<file path="src/inc/adc_fmt_map.svh">
// Register offsets, reset values and field positions of the result formatter
`ifndef ADC_FMT_MAP_SVH
`define ADC_FMT_MAP_SVH
`define OFS_UPPER_LIMIT_LOW   8'hC4
`define OFS_UPPER_LIMIT_HIGH  8'hC5
`define OFS_LOWER_LIMIT_LOW   8'hC6
`define OFS_LOWER_LIMIT_HIGH  8'hC7
`define OFS_RESULT_LOW        8'hBE
`define OFS_RESULT_HIGH       8'hBF
`define OFS_CONTROL           8'hE8
`define RST_UPPER_LIMIT       8'hFF
`define RST_LOWER_LIMIT       8'h00
`define RST_RESULT            8'h00
`define CTL_DONE_BIT          5
`define CTL_BUSY_BIT          4
`define CTL_WINDOW_BIT        1
`define CTL_JUSTIFY_BIT       0
`endif

</file>
<file path="src/inc/adc_fmt_pkg.sv">
// Types shared by the result formatter
package adc_fmt_pkg;
  typedef logic [7:0]  byte_t;
  typedef logic [15:0] word_t;
endpackage : adc_fmt_pkg

</file>
<file path="src/hdl/adc_result_format_window_compare.sv">
// Converter result formatter with window comparator and its registers
`timescale 1ns/10ps
`include "adc_fmt_map.svh"

module adc_result_format_window_compare #(
  parameter int RESULT_WIDTH = 10
) (
  input  wire logic                     CLOCK,
  input  wire logic                     RST_N,
  // Special-function register port
  input  wire logic [7:0]               SFR_ADDR,
  input  wire logic                     SFR_WR,
  input  wire logic [7:0]               SFR_WDATA,
  output      logic [7:0]               SFR_RDATA,
  // Converter core side
  input  wire logic                     CONVERSION_BUSY,
  input  wire logic [RESULT_WIDTH-1:0]  CONV_RESULT,
  input  wire logic                     DIFFERENTIAL,
  // Status outputs
  output      logic                     WINDOW_COMPARE_FLAG,
  output      logic                     CONVERSION_DONE_FLAG
);

  // Width of the fill that pads a result out to the 16-bit data word
  localparam int PAD_WIDTH = 16 - RESULT_WIDTH;

  // Busy comes from the analog core's own timing, so it is synchronised first
  logic busy_meta_reg;
  logic busy_sync_reg;
  logic busy_last_reg;
  always_ff @(posedge CLOCK or negedge RST_N) begin
    if (!RST_N) begin
      busy_meta_reg <= 1'b0;
      busy_sync_reg <= 1'b0;
      busy_last_reg <= 1'b0;
    end else begin
      busy_meta_reg <= CONVERSION_BUSY;
      busy_sync_reg <= busy_meta_reg;
      busy_last_reg <= busy_sync_reg;
    end
  end

  // Falling edge of the synchronised busy; history idles low like the pin
  wire logic end_of_conv = busy_last_reg & ~busy_sync_reg;

  // Result code and pairing tag cross from the analog core through two flops too.
  // They are quasi-static around the busy fall, so the word cannot tear: the core
  // holds them for several cycles and the end pulse lands inside that span.
  logic [RESULT_WIDTH-1:0] result_meta_reg;
  logic [RESULT_WIDTH-1:0] result_sync_reg;
  logic                    diff_meta_reg;
  logic                    diff_sync_reg;
  always_ff @(posedge CLOCK or negedge RST_N) begin
    if (!RST_N) begin
      result_meta_reg <= '0;
      result_sync_reg <= '0;
      diff_meta_reg   <= 1'b0;
      diff_sync_reg   <= 1'b0;
    end else begin
      result_meta_reg <= CONV_RESULT;
      result_sync_reg <= result_meta_reg;
      diff_meta_reg   <= DIFFERENTIAL;
      diff_sync_reg   <= diff_meta_reg;
    end
  end

  // Latched result, loaded only by the end-of-conversion pulse
  logic [RESULT_WIDTH-1:0] result_reg;
  logic                    diff_reg;
  wire logic [RESULT_WIDTH-1:0] result_next = end_of_conv ? result_sync_reg : result_reg;
  wire logic                    diff_next   = end_of_conv ? diff_sync_reg : diff_reg;
  always_ff @(posedge CLOCK or negedge RST_N) begin
    if (!RST_N) begin
      result_reg <= '0;
      diff_reg   <= 1'b0;
    end else begin
      result_reg <= result_next;
      diff_reg   <= diff_next;
    end
  end

  // Software-written registers
  adc_fmt_pkg::byte_t upper_limit_low_byte_reg;
  adc_fmt_pkg::byte_t upper_limit_high_byte_reg;
  adc_fmt_pkg::byte_t lower_limit_low_byte_reg;
  adc_fmt_pkg::byte_t lower_limit_high_byte_reg;
  logic               justify_select_reg;
  logic               window_compare_flag_reg;
  logic               conversion_done_flag_reg;

  // Write decode; one strobe per writable register
  wire logic wr_upper_low  = SFR_WR && SFR_ADDR == `OFS_UPPER_LIMIT_LOW;
  wire logic wr_upper_high = SFR_WR && SFR_ADDR == `OFS_UPPER_LIMIT_HIGH;
  wire logic wr_lower_low  = SFR_WR && SFR_ADDR == `OFS_LOWER_LIMIT_LOW;
  wire logic wr_lower_high = SFR_WR && SFR_ADDR == `OFS_LOWER_LIMIT_HIGH;
  wire logic wr_control    = SFR_WR && SFR_ADDR == `OFS_CONTROL;

  // Formatting of the latched result into the 16-bit data word
  wire logic sign_fill = diff_reg & result_reg[RESULT_WIDTH-1];
  wire adc_fmt_pkg::word_t right_word =
    {{PAD_WIDTH{sign_fill}}, result_reg};
  wire adc_fmt_pkg::word_t left_word =
    {result_reg, {PAD_WIDTH{1'b0}}};
  wire adc_fmt_pkg::word_t data_word  = justify_select_reg ? left_word : right_word;

  // Result bytes are formatted at read time, so flipping the justify bit reformats
  // the last result rather than waiting for the next conversion.
  wire adc_fmt_pkg::word_t upper_word = {upper_limit_high_byte_reg, upper_limit_low_byte_reg};
  wire adc_fmt_pkg::word_t lower_word = {lower_limit_high_byte_reg, lower_limit_low_byte_reg};

  // Window evaluation on the synchronised result, the same value the latch catches;
  // it is formatted like the limits with the justify bit in force at that moment
  wire logic new_sign = diff_sync_reg & result_sync_reg[RESULT_WIDTH-1];
  wire adc_fmt_pkg::word_t new_right = {{PAD_WIDTH{new_sign}}, result_sync_reg};
  wire adc_fmt_pkg::word_t new_left  = {result_sync_reg, {PAD_WIDTH{1'b0}}};
  wire adc_fmt_pkg::word_t new_word  = justify_select_reg ? new_left : new_right;

  // Signed view: bit 16 extended for differential, zero for single-ended
  wire logic signed [16:0] res_s = {diff_sync_reg & new_word[15], new_word};
  wire logic signed [16:0] up_s  = {diff_sync_reg & upper_word[15], upper_word};
  wire logic signed [16:0] lo_s  = {diff_sync_reg & lower_word[15], lower_word};

  wire logic above_upper = res_s > up_s;
  wire logic below_lower = res_s < lo_s;
  wire logic inside_mode = lo_s > up_s;
  wire logic window_hit  = inside_mode ? (above_upper & below_lower)
                                       : (above_upper | below_lower);

  // Flags: hardware set wins over a software clear in the same cycle
  wire logic win_set  = end_of_conv & window_hit;
  wire logic win_clr  = wr_control & ~SFR_WDATA[`CTL_WINDOW_BIT];
  wire logic done_clr = wr_control & ~SFR_WDATA[`CTL_DONE_BIT];

  // Next values of the control bits; the set term is ORed in last so a hardware
  // set beats a software clear that lands in the same cycle.
  wire logic window_compare_flag_next =
    win_set | (window_compare_flag_reg & ~win_clr);
  wire logic conversion_done_flag_next =
    end_of_conv | (conversion_done_flag_reg & ~done_clr);
  // Justify select is rewritten on every control write, whatever the flag bits say
  wire logic justify_select_next =
    wr_control ? SFR_WDATA[`CTL_JUSTIFY_BIT] : justify_select_reg;

  // Control bits
  always_ff @(posedge CLOCK or negedge RST_N) begin
    if (!RST_N) begin
      window_compare_flag_reg  <= 1'b0;
      conversion_done_flag_reg <= 1'b0;
      justify_select_reg       <= 1'b0;
    end else begin
      window_compare_flag_reg  <= window_compare_flag_next;
      conversion_done_flag_reg <= conversion_done_flag_next;
      justify_select_reg       <= justify_select_next;
    end
  end

  // Next values of the limit bytes; there is no locking between the two bytes of a
  // word, so software should not let a conversion end between its two writes.
  wire adc_fmt_pkg::byte_t upper_limit_low_byte_next =
    wr_upper_low ? SFR_WDATA : upper_limit_low_byte_reg;
  wire adc_fmt_pkg::byte_t upper_limit_high_byte_next =
    wr_upper_high ? SFR_WDATA : upper_limit_high_byte_reg;
  wire adc_fmt_pkg::byte_t lower_limit_low_byte_next =
    wr_lower_low ? SFR_WDATA : lower_limit_low_byte_reg;
  wire adc_fmt_pkg::byte_t lower_limit_high_byte_next =
    wr_lower_high ? SFR_WDATA : lower_limit_high_byte_reg;

  // Limit byte registers
  always_ff @(posedge CLOCK or negedge RST_N) begin
    if (!RST_N) begin
      upper_limit_low_byte_reg  <= `RST_UPPER_LIMIT;
      upper_limit_high_byte_reg <= `RST_UPPER_LIMIT;
      lower_limit_low_byte_reg  <= `RST_LOWER_LIMIT;
      lower_limit_high_byte_reg <= `RST_LOWER_LIMIT;
    end else begin
      upper_limit_low_byte_reg  <= upper_limit_low_byte_next;
      upper_limit_high_byte_reg <= upper_limit_high_byte_next;
      lower_limit_low_byte_reg  <= lower_limit_low_byte_next;
      lower_limit_high_byte_reg <= lower_limit_high_byte_next;
    end
  end

  // Read decode; the result bytes have no write decode, so writes to them are ignored
  wire logic rd_upper_low   = SFR_ADDR == `OFS_UPPER_LIMIT_LOW;
  wire logic rd_upper_high  = SFR_ADDR == `OFS_UPPER_LIMIT_HIGH;
  wire logic rd_lower_low   = SFR_ADDR == `OFS_LOWER_LIMIT_LOW;
  wire logic rd_lower_high  = SFR_ADDR == `OFS_LOWER_LIMIT_HIGH;
  wire logic rd_result_low  = SFR_ADDR == `OFS_RESULT_LOW;
  wire logic rd_result_high = SFR_ADDR == `OFS_RESULT_HIGH;
  wire logic rd_control     = SFR_ADDR == `OFS_CONTROL;

  // Control read view; busy is the synchronised copy, so it lags the pin by two cycles
  wire logic [7:0] control_rd = {2'b00, conversion_done_flag_reg, busy_sync_reg,
                                 2'b00, window_compare_flag_reg, justify_select_reg};

  // Read mux as an AND-OR tree; unmapped addresses select nothing and read zero
  assign SFR_RDATA = ({8{rd_upper_low}}   & upper_limit_low_byte_reg)
                   | ({8{rd_upper_high}}  & upper_limit_high_byte_reg)
                   | ({8{rd_lower_low}}   & lower_limit_low_byte_reg)
                   | ({8{rd_lower_high}}  & lower_limit_high_byte_reg)
                   | ({8{rd_result_low}}  & data_word[7:0])
                   | ({8{rd_result_high}} & data_word[15:8])
                   | ({8{rd_control}}     & control_rd);

  assign WINDOW_COMPARE_FLAG  = window_compare_flag_reg;
  assign CONVERSION_DONE_FLAG = conversion_done_flag_reg;

endmodule : adc_result_format_window_compare

</file>
<file path="config.mk">
export PLATFORM = sky130hd
export DESIGN_NAME = adc_result_format_window_compare
export DESIGN_NICKNAME = d
export VERILOG_FILES = /design/src/inc/adc_fmt_pkg.sv /design/src/hdl/adc_result_format_window_compare.sv
export VERILOG_INCLUDE_DIRS = /design/src /design/src/inc
export SDC_FILE = /design/constraint.sdc
export NUM_CORES = 1
export LEC_CHECK = 0
export BUFFER_PORTS_ARGS = -buffer_cell sky130_fd_sc_hd__buf_2
export CAP_MARGIN = 20
export CORE_ASPECT_RATIO = 1.5
export CORE_MARGIN = 2
export CORE_UTILIZATION = 35
export DETAILED_ROUTE_END_ITERATION = 8
export SYNTH_ARGS = -nofsm -noshare
export SYNTH_HDL_FRONTEND = slang
export SYNTH_SLANG_ARGS = --single-unit
</file>
<file path="constraint.sdc">
create_clock -name CLOCK -period 3.3 [get_ports CLOCK]
set_clock_uncertainty 0.2 [all_clocks]
set_input_delay 0.495 -clock CLOCK [delete_from_list [all_inputs] [get_ports CLOCK]]
set_output_delay 0.495 -clock CLOCK [all_outputs]
set_load 0.005 [all_outputs]
</file>
; Word level (Yosys, flattened, before mapping)
; Index checks and enable logic that the tools add are counted.
; W data, S select, Z words.
[word_totals]
ff_bits = 71
latchBits = 0
ramBits = 0
rom_bits = 0
in_bits = 31
word_cells = 67
mem_count = 0
[op_classes]
n_addsub = 0
n_mul = 0
n_div = 0
magnitude_cmp = 3
n_eq_ne = 7
shifts = 0
n_mux = 3
bitwise = 33
n_reduce_logical = 5
[ops]
columns = cell, count
row1 = $eq A8 B8 Y1 const B, 7
row2 = $and A8 B8 Y8, 6
row3 = $or A8 B8 Y8, 6
row4 = $gt A17 B17 Y1, 2
row5 = $mux W16, 2
row6 = $lt A17 B17 Y1, 1
row7 = $and A1 B1 Y1, 12
row8 = $and A8 B6 Y8, 1
row9 = $logic_and A1 B1 Y1, 5
row10 = $not A1 Y1, 5
row11 = $or A1 B1 Y1, 3
row12 = $mux W1, 1

; Longest topological paths before layout
[logic_depth]
word_depth = 8
depth_mapped = 12
depth_no_buf = 10

; Worst setup path before layout
; Ideal clock, no wire load.
[synth_timing]
kind = register to register
from = register justify_select_reg
to = register window_compare_flag_reg, in the netlist WINDOW_COMPARE_FLAG
setup_ps = 130
arrival_time_ps = 2540
required_ps = 2970
path_slack_ps = 430
path_stages_with_launch = 13
n_path_buf = 3
synth_period_minus_slack_ps = 2870
path_cell_list = dfrtp_1 -> buf_6 -> clkbuf_1 -> clkbuf_1 -> nand2_1 -> nand2_1 -> ha_1 -> a21o_1 -> a2111o_1 -> a41oi_1 -> o311ai_1 -> a41oi_1 -> o31ai_1
[synth_via]
elab_chain_len = 7
word_cells_on_any_way = 9
[synth_rtl]
columns = element, line
row1 = from (decl), adc_result_format_window_compare.sv:87  ; logic justify_select_reg;
row2 = from (signal assigned), adc_result_format_window_compare.sv:153  ; justify_select_reg <= justify_select_next;
row3 = $mux W16 *, adc_result_format_window_compare.sv:116  ; wire adc_fmt_pkg::word_t new_word = justify_select_reg ? new_left : new_right;
row4 = $and A1 B1 Y1, adc_result_format_window_compare.sv:119  ; wire logic signed [16:0] res_s = {diff_sync_reg & new_word[15], new_word};
row5 = $gt A17 B17 Y1 or $lt A17 B17 Y1 (tied branches), "adc_result_format_window_compare.sv:123, adc_result_format_window_compare.sv:124"
row6 = $or A1 B1 Y1 or $and A1 B1 Y1 (tied branches), "adc_result_format_window_compare.sv:127, adc_result_format_window_compare.sv:126"
row7 = $mux W1 *, adc_result_format_window_compare.sv:126  ; wire logic window_hit = inside_mode ? (above_upper & below_lower)
row8 = $and A1 B1 Y1 *, adc_result_format_window_compare.sv:130  ; wire logic win_set = end_of_conv & window_hit;
row9 = $or A1 B1 Y1 *, adc_result_format_window_compare.sv:137  ; win_set | (window_compare_flag_reg & ~win_clr);
row10 = named net window_compare_flag_next, adc_result_format_window_compare.sv:136  ; wire logic window_compare_flag_next =
row11 = to (signal assigned), adc_result_format_window_compare.sv:151  ; window_compare_flag_reg <= window_compare_flag_next;
row12 = to (decl), adc_result_format_window_compare.sv:88  ; logic window_compare_flag_reg;
; Mark *: on every way through the listed nets, which the timed path passes. The rest lies on a longest branch.
; A chain may end at the register's enable or synchronous reset.

; Final worst setup path
; Ends and elaborated chain as after synthesis.

==> metrics list <==
* Result of the run: completed
- 41 I/O pins were placed.
- After synthesis, the largest family of logic cells by area is simple AND/OR/NAND/NOR gates.
- Setup repair after global routing left no endpoint under its margin.
- The number of nets handed over by synthesis was 506.
* Endpoints failing setup: 0
* Fraction of registers with async set or reset after synthesis: 100%
* GPL Wtd Cong: 0.992
* Yosys Warn Count: 0
- In this run the static leakage power is 2.43 nW.
* Number of design rule violations left after detail routing: 0
- Clock buffer count from CTS: 9
- For this run, the register share of the synthesized area comes to 41.4%.
- Yosys mapped the design onto 63 distinct sky130hd cell types.
* Design Power: 0.00235 W
- Global-route wire length before repair: 19700 um
* Compound-gate portion of the synthesized area: 13.9%
- Top FF cell, synth: sky130_fd_sc_hd__dfrtp_1
- Cell count after placement: 623
* Maximum clock rate: 326 MHz
- Post-place setup slack: 0.343 ns
- From bottom edge to top edge, the die measures 140 um.
- Kind of launch point of the worst setup path: flop
- Total Negative Setup Slacks: 0 ns
- Slew HR: 57.7%
- Via count of the first global-routing pass: 3457
- The critical path goes through buf_4, mux2_2, ha_1, nand4_1, a2111oi_0, o32ai_1, o311ai_1, a21oi_1, o31ai_1.
- Mux contribution to synthesized area: 10.6%
* Fraction of layout cells with a size suffix above 1: 23.6%
* Parity-gate share of the synthesized area counting xor and xnor cells: 0.404%
- Dividing the detail-routed via count by the number of cells gives 5.39.
* Die Footprint: 0.0133 mm^2
- The clock passes through at most 2 buffers.
* Number of antenna violations at the first check in global routing: 0
* Number of vias in the routed layout: 3448
* Worst-case reg-to-reg path depth: 9
- Cell family with the largest share of critical-path delay: compound AO/OA/AOI/OAI gates
- Gr ovfl total: 0
- The final-report max-slew violation count was 0.
- For this configuration, the core starts out at a cell density of 36.1%.
- Flops & latches, synth: 71
* Cell with the largest stage delay on the worst path: sky130_fd_sc_hd__dfrtp_1
- Power density of the placed cells: 467 mW/mm^2
- Sorting the synthesized cells by area gives the leading types as sky130_fd_sc_hd__dfrtp_1 32%, sky130_fd_sc_hd__ha_1 12%, sky130_fd_sc_hd__dfstp_2 9.7%, sky130_fd_sc_hd__nand2_1 6.9%, sky130_fd_sc_hd__mux2_1 4.2%.
* Post-synth top area share: 31.7%
* Post-synthesis simple-gate area fraction: 16.3%
- Resized cells post-CTS: 0
- For the pin with the worst max-slew slack, the measured transition is 0.618 ns.
- Final min period: 3.07 ns
* Top cell type by total area after synthesis: sky130_fd_sc_hd__dfrtp_1
- Of the total synthesized cell area, the portion taken by full adders, half adders and majority gates is 12.7%.
- Measured on the finished design, the core utilization comes to 41.9%.
- Compared with the post-synthesis result, the final layout area differs by 16.0%.
- Horizontal extent of the die: 94.9 um
* Slowest Stage Delay on Critical Path: 0.55 ns
* Floorplan row count: 49
* Final hold viol count: 0
* FF/Latch Area: 0.00180 mm^2
- Clk Tree Root Cell: sky130_fd_sc_hd__clkbuf_16
* Maximum ir drop on the vdd rail: 0.207 mV
* Total Routing Usage GR: 20.4%
- Arrival @ worst endpoint: 3.12 ns
* Area inside the core boundary: 0.0120 mm^2
- Post-detailed-route wirelength per cell: 20.1 um
- At the worst endpoint, the required time is 3.35 ns.
* TritonCTS sink count: 71
- The final layout contains 556 nets.
* Port-buffer cells: 40
- The repair_antennas step left the layout with diodes totalling 0.
- Clock latency on the worst-skew pair: 0.35 ns
- TritonCTS built the clock tree.
- Count of flip-flops with a built-in enable after synthesis: 0
* Post-Syn Instances: 432
- The layout has 1219 filler cells.
- CTS H-tree depth: 3
- The worst path uses 93.0% of the clock period.
- The count of nets left with antenna violations once routing finished came out at 0.
* Wire length reported by the detailed router: 12900 um
* Max-cap violations: 0
- After the first detailed-routing iteration, the DRC count stood at 258.
- The synthesized netlist occupies a cell area of 0.00434 mm^2.
- Finished Layout Cells: 640
* Total stage count of the critical path: 9
- Average instance area after synthesis: 10.0 um^2
- In this run the worst path has a maximum fanout of 19.
- Area taken by multi-input logic gates: 0.00234 mm^2
- Before antenna repair, the detailed router went through 4 iterations.
* Worst setup path class: reg -> reg
- HP Class: in -> reg
* Critical path capture point type: flop
- CTS clock-pin slew for the worst setup and hold paths: 0.07 ns
- Post-DP HPWL: 10000 um
- Maximum number of pins on one net before global-route repair: 40
* Post-route worst setup slack: 0.232 ns
- Along the worst hold path, the cell count comes to 1.
* Buf/Inv on CP: 1
## synth_stat cells (all sizes together) (3+ instances only)
cell type  count
nand2b         4
nand2         80
nor2          12
a21o           8
nor3           4
dfrtp         55
a2111oi        4
clkbuf         4
nor2b          9
mux2          24
o21a           4
nand3          9
buf            8
inv           35
nand4          5
ha            43
dfstp         16
mux4           8
a22oi          5
and2b          3
a21oi         23
and3           3
o21ai         28
## kinds of logic after synthesis
kind of cell | Yosys count
xor+xnor | 2
buf+inv | 47
mux | 33
compound gates | 94
fa+ha+maj | 44
flops | 71
simple gates | 141
## worst paths after layout
check / end / slack (ns) / from
max: WINDOW_COMPARE_FLAG / 0.23 / justify_select_reg
min: result_meta_reg[3] / 0.05 / CONV_RESULT[3]
max reg2reg: WINDOW_COMPARE_FLAG / 0.23 / justify_select_reg
min reg2reg: result_sync_reg[2] / 0.15 / result_meta_reg[2]
max in group asynchronous: upper_limit_low_byte_reg[5] / 1.74 / RST_N
min in group asynchronous: lower_limit_high_byte_reg[7] / 0.36 / RST_N
## power breakdown
part | leakage (nW) | total (W) | internal [W] | switching [W]
combinational | 1.49 | 0.000405 | 0.000169 | 0.000235
sequential | 0.811 | 0.000998 | 0.000939 | 0.0000591
clock | 0.133 | 0.000949 | 0.000524 | 0.000425
total | 2.43 | 0.00235 | 0.00163 | 0.000719
## timing repair
action | CTS | global route
endpoints found under the hold margin | 6 | 0
endpoints found under the setup margin | 0 | 0
hold buffers | 1 | 0
setup buffers | 0 | 0
## worst reg2reg max path: cells and delay by family, from the launching register on
family / cells / cell delay, ns
compound gates: 5 / 1.12
fa+ha+maj: 1 / 0.30
buf+inv: 1 / 0.31
flops: 1 / 0.55
mux: 1 / 0.38
simple gates: 1 / 0.12
## area by class of cell
class | count | area share (%)
Timing Repair Buffer | 51 | 5.67
Sequential cell | 71 | 35.7
Clock buffer | 9 | 4.47
Inverter | 35 | 2.61
Multi-Input combinational cell | 314 | 46.5
Clock inverter | 7 | 1.24
Tap cell | 153 | 3.80
## per-layer routing
metal  vias up  track usage (%)  wire length (um)
li1       1649                -                 -
met1      1669             23.6              4930
met2       100             34.7              6660
met3        30             3.87               627
met4         0             11.2               659
met5         -                0                 0
## cells in the final DEF, fill, tap and decap left out, types with 7 or more instances in the layout
cell type                   count
sky130_fd_sc_hd__mux2_2         8
sky130_fd_sc_hd__inv_1         34
sky130_fd_sc_hd__mux4_2         8
sky130_fd_sc_hd__nor2b_1        9
sky130_fd_sc_hd__clkbuf_16      9
sky130_fd_sc_hd__dfrtp_1       55
sky130_fd_sc_hd__buf_2         40
sky130_fd_sc_hd__buf_4         10
sky130_fd_sc_hd__a21oi_1       23
sky130_fd_sc_hd__nand3_1        8
sky130_fd_sc_hd__mux2_1        16
sky130_fd_sc_hd__dfstp_2       16
sky130_fd_sc_hd__a21o_1         7
sky130_fd_sc_hd__ha_1          43
sky130_fd_sc_hd__nor2_1         8
sky130_fd_sc_hd__o21ai_1       23
sky130_fd_sc_hd__nand2_1       80
## per-stage QoR
step | hold slack (ns) | instance area [um^2]
6_report | 0.0503 | 5030
5_1_grt | 0.0480 | 5030
2_1_floorplan | -0.000591 | 4340
3_3_place_gp | 0.132 | 4740
4_1_cts | 0.0401 | 5030
3_5_place_dp | 0.135 | 4740
(Power assumes the default switching activity.)
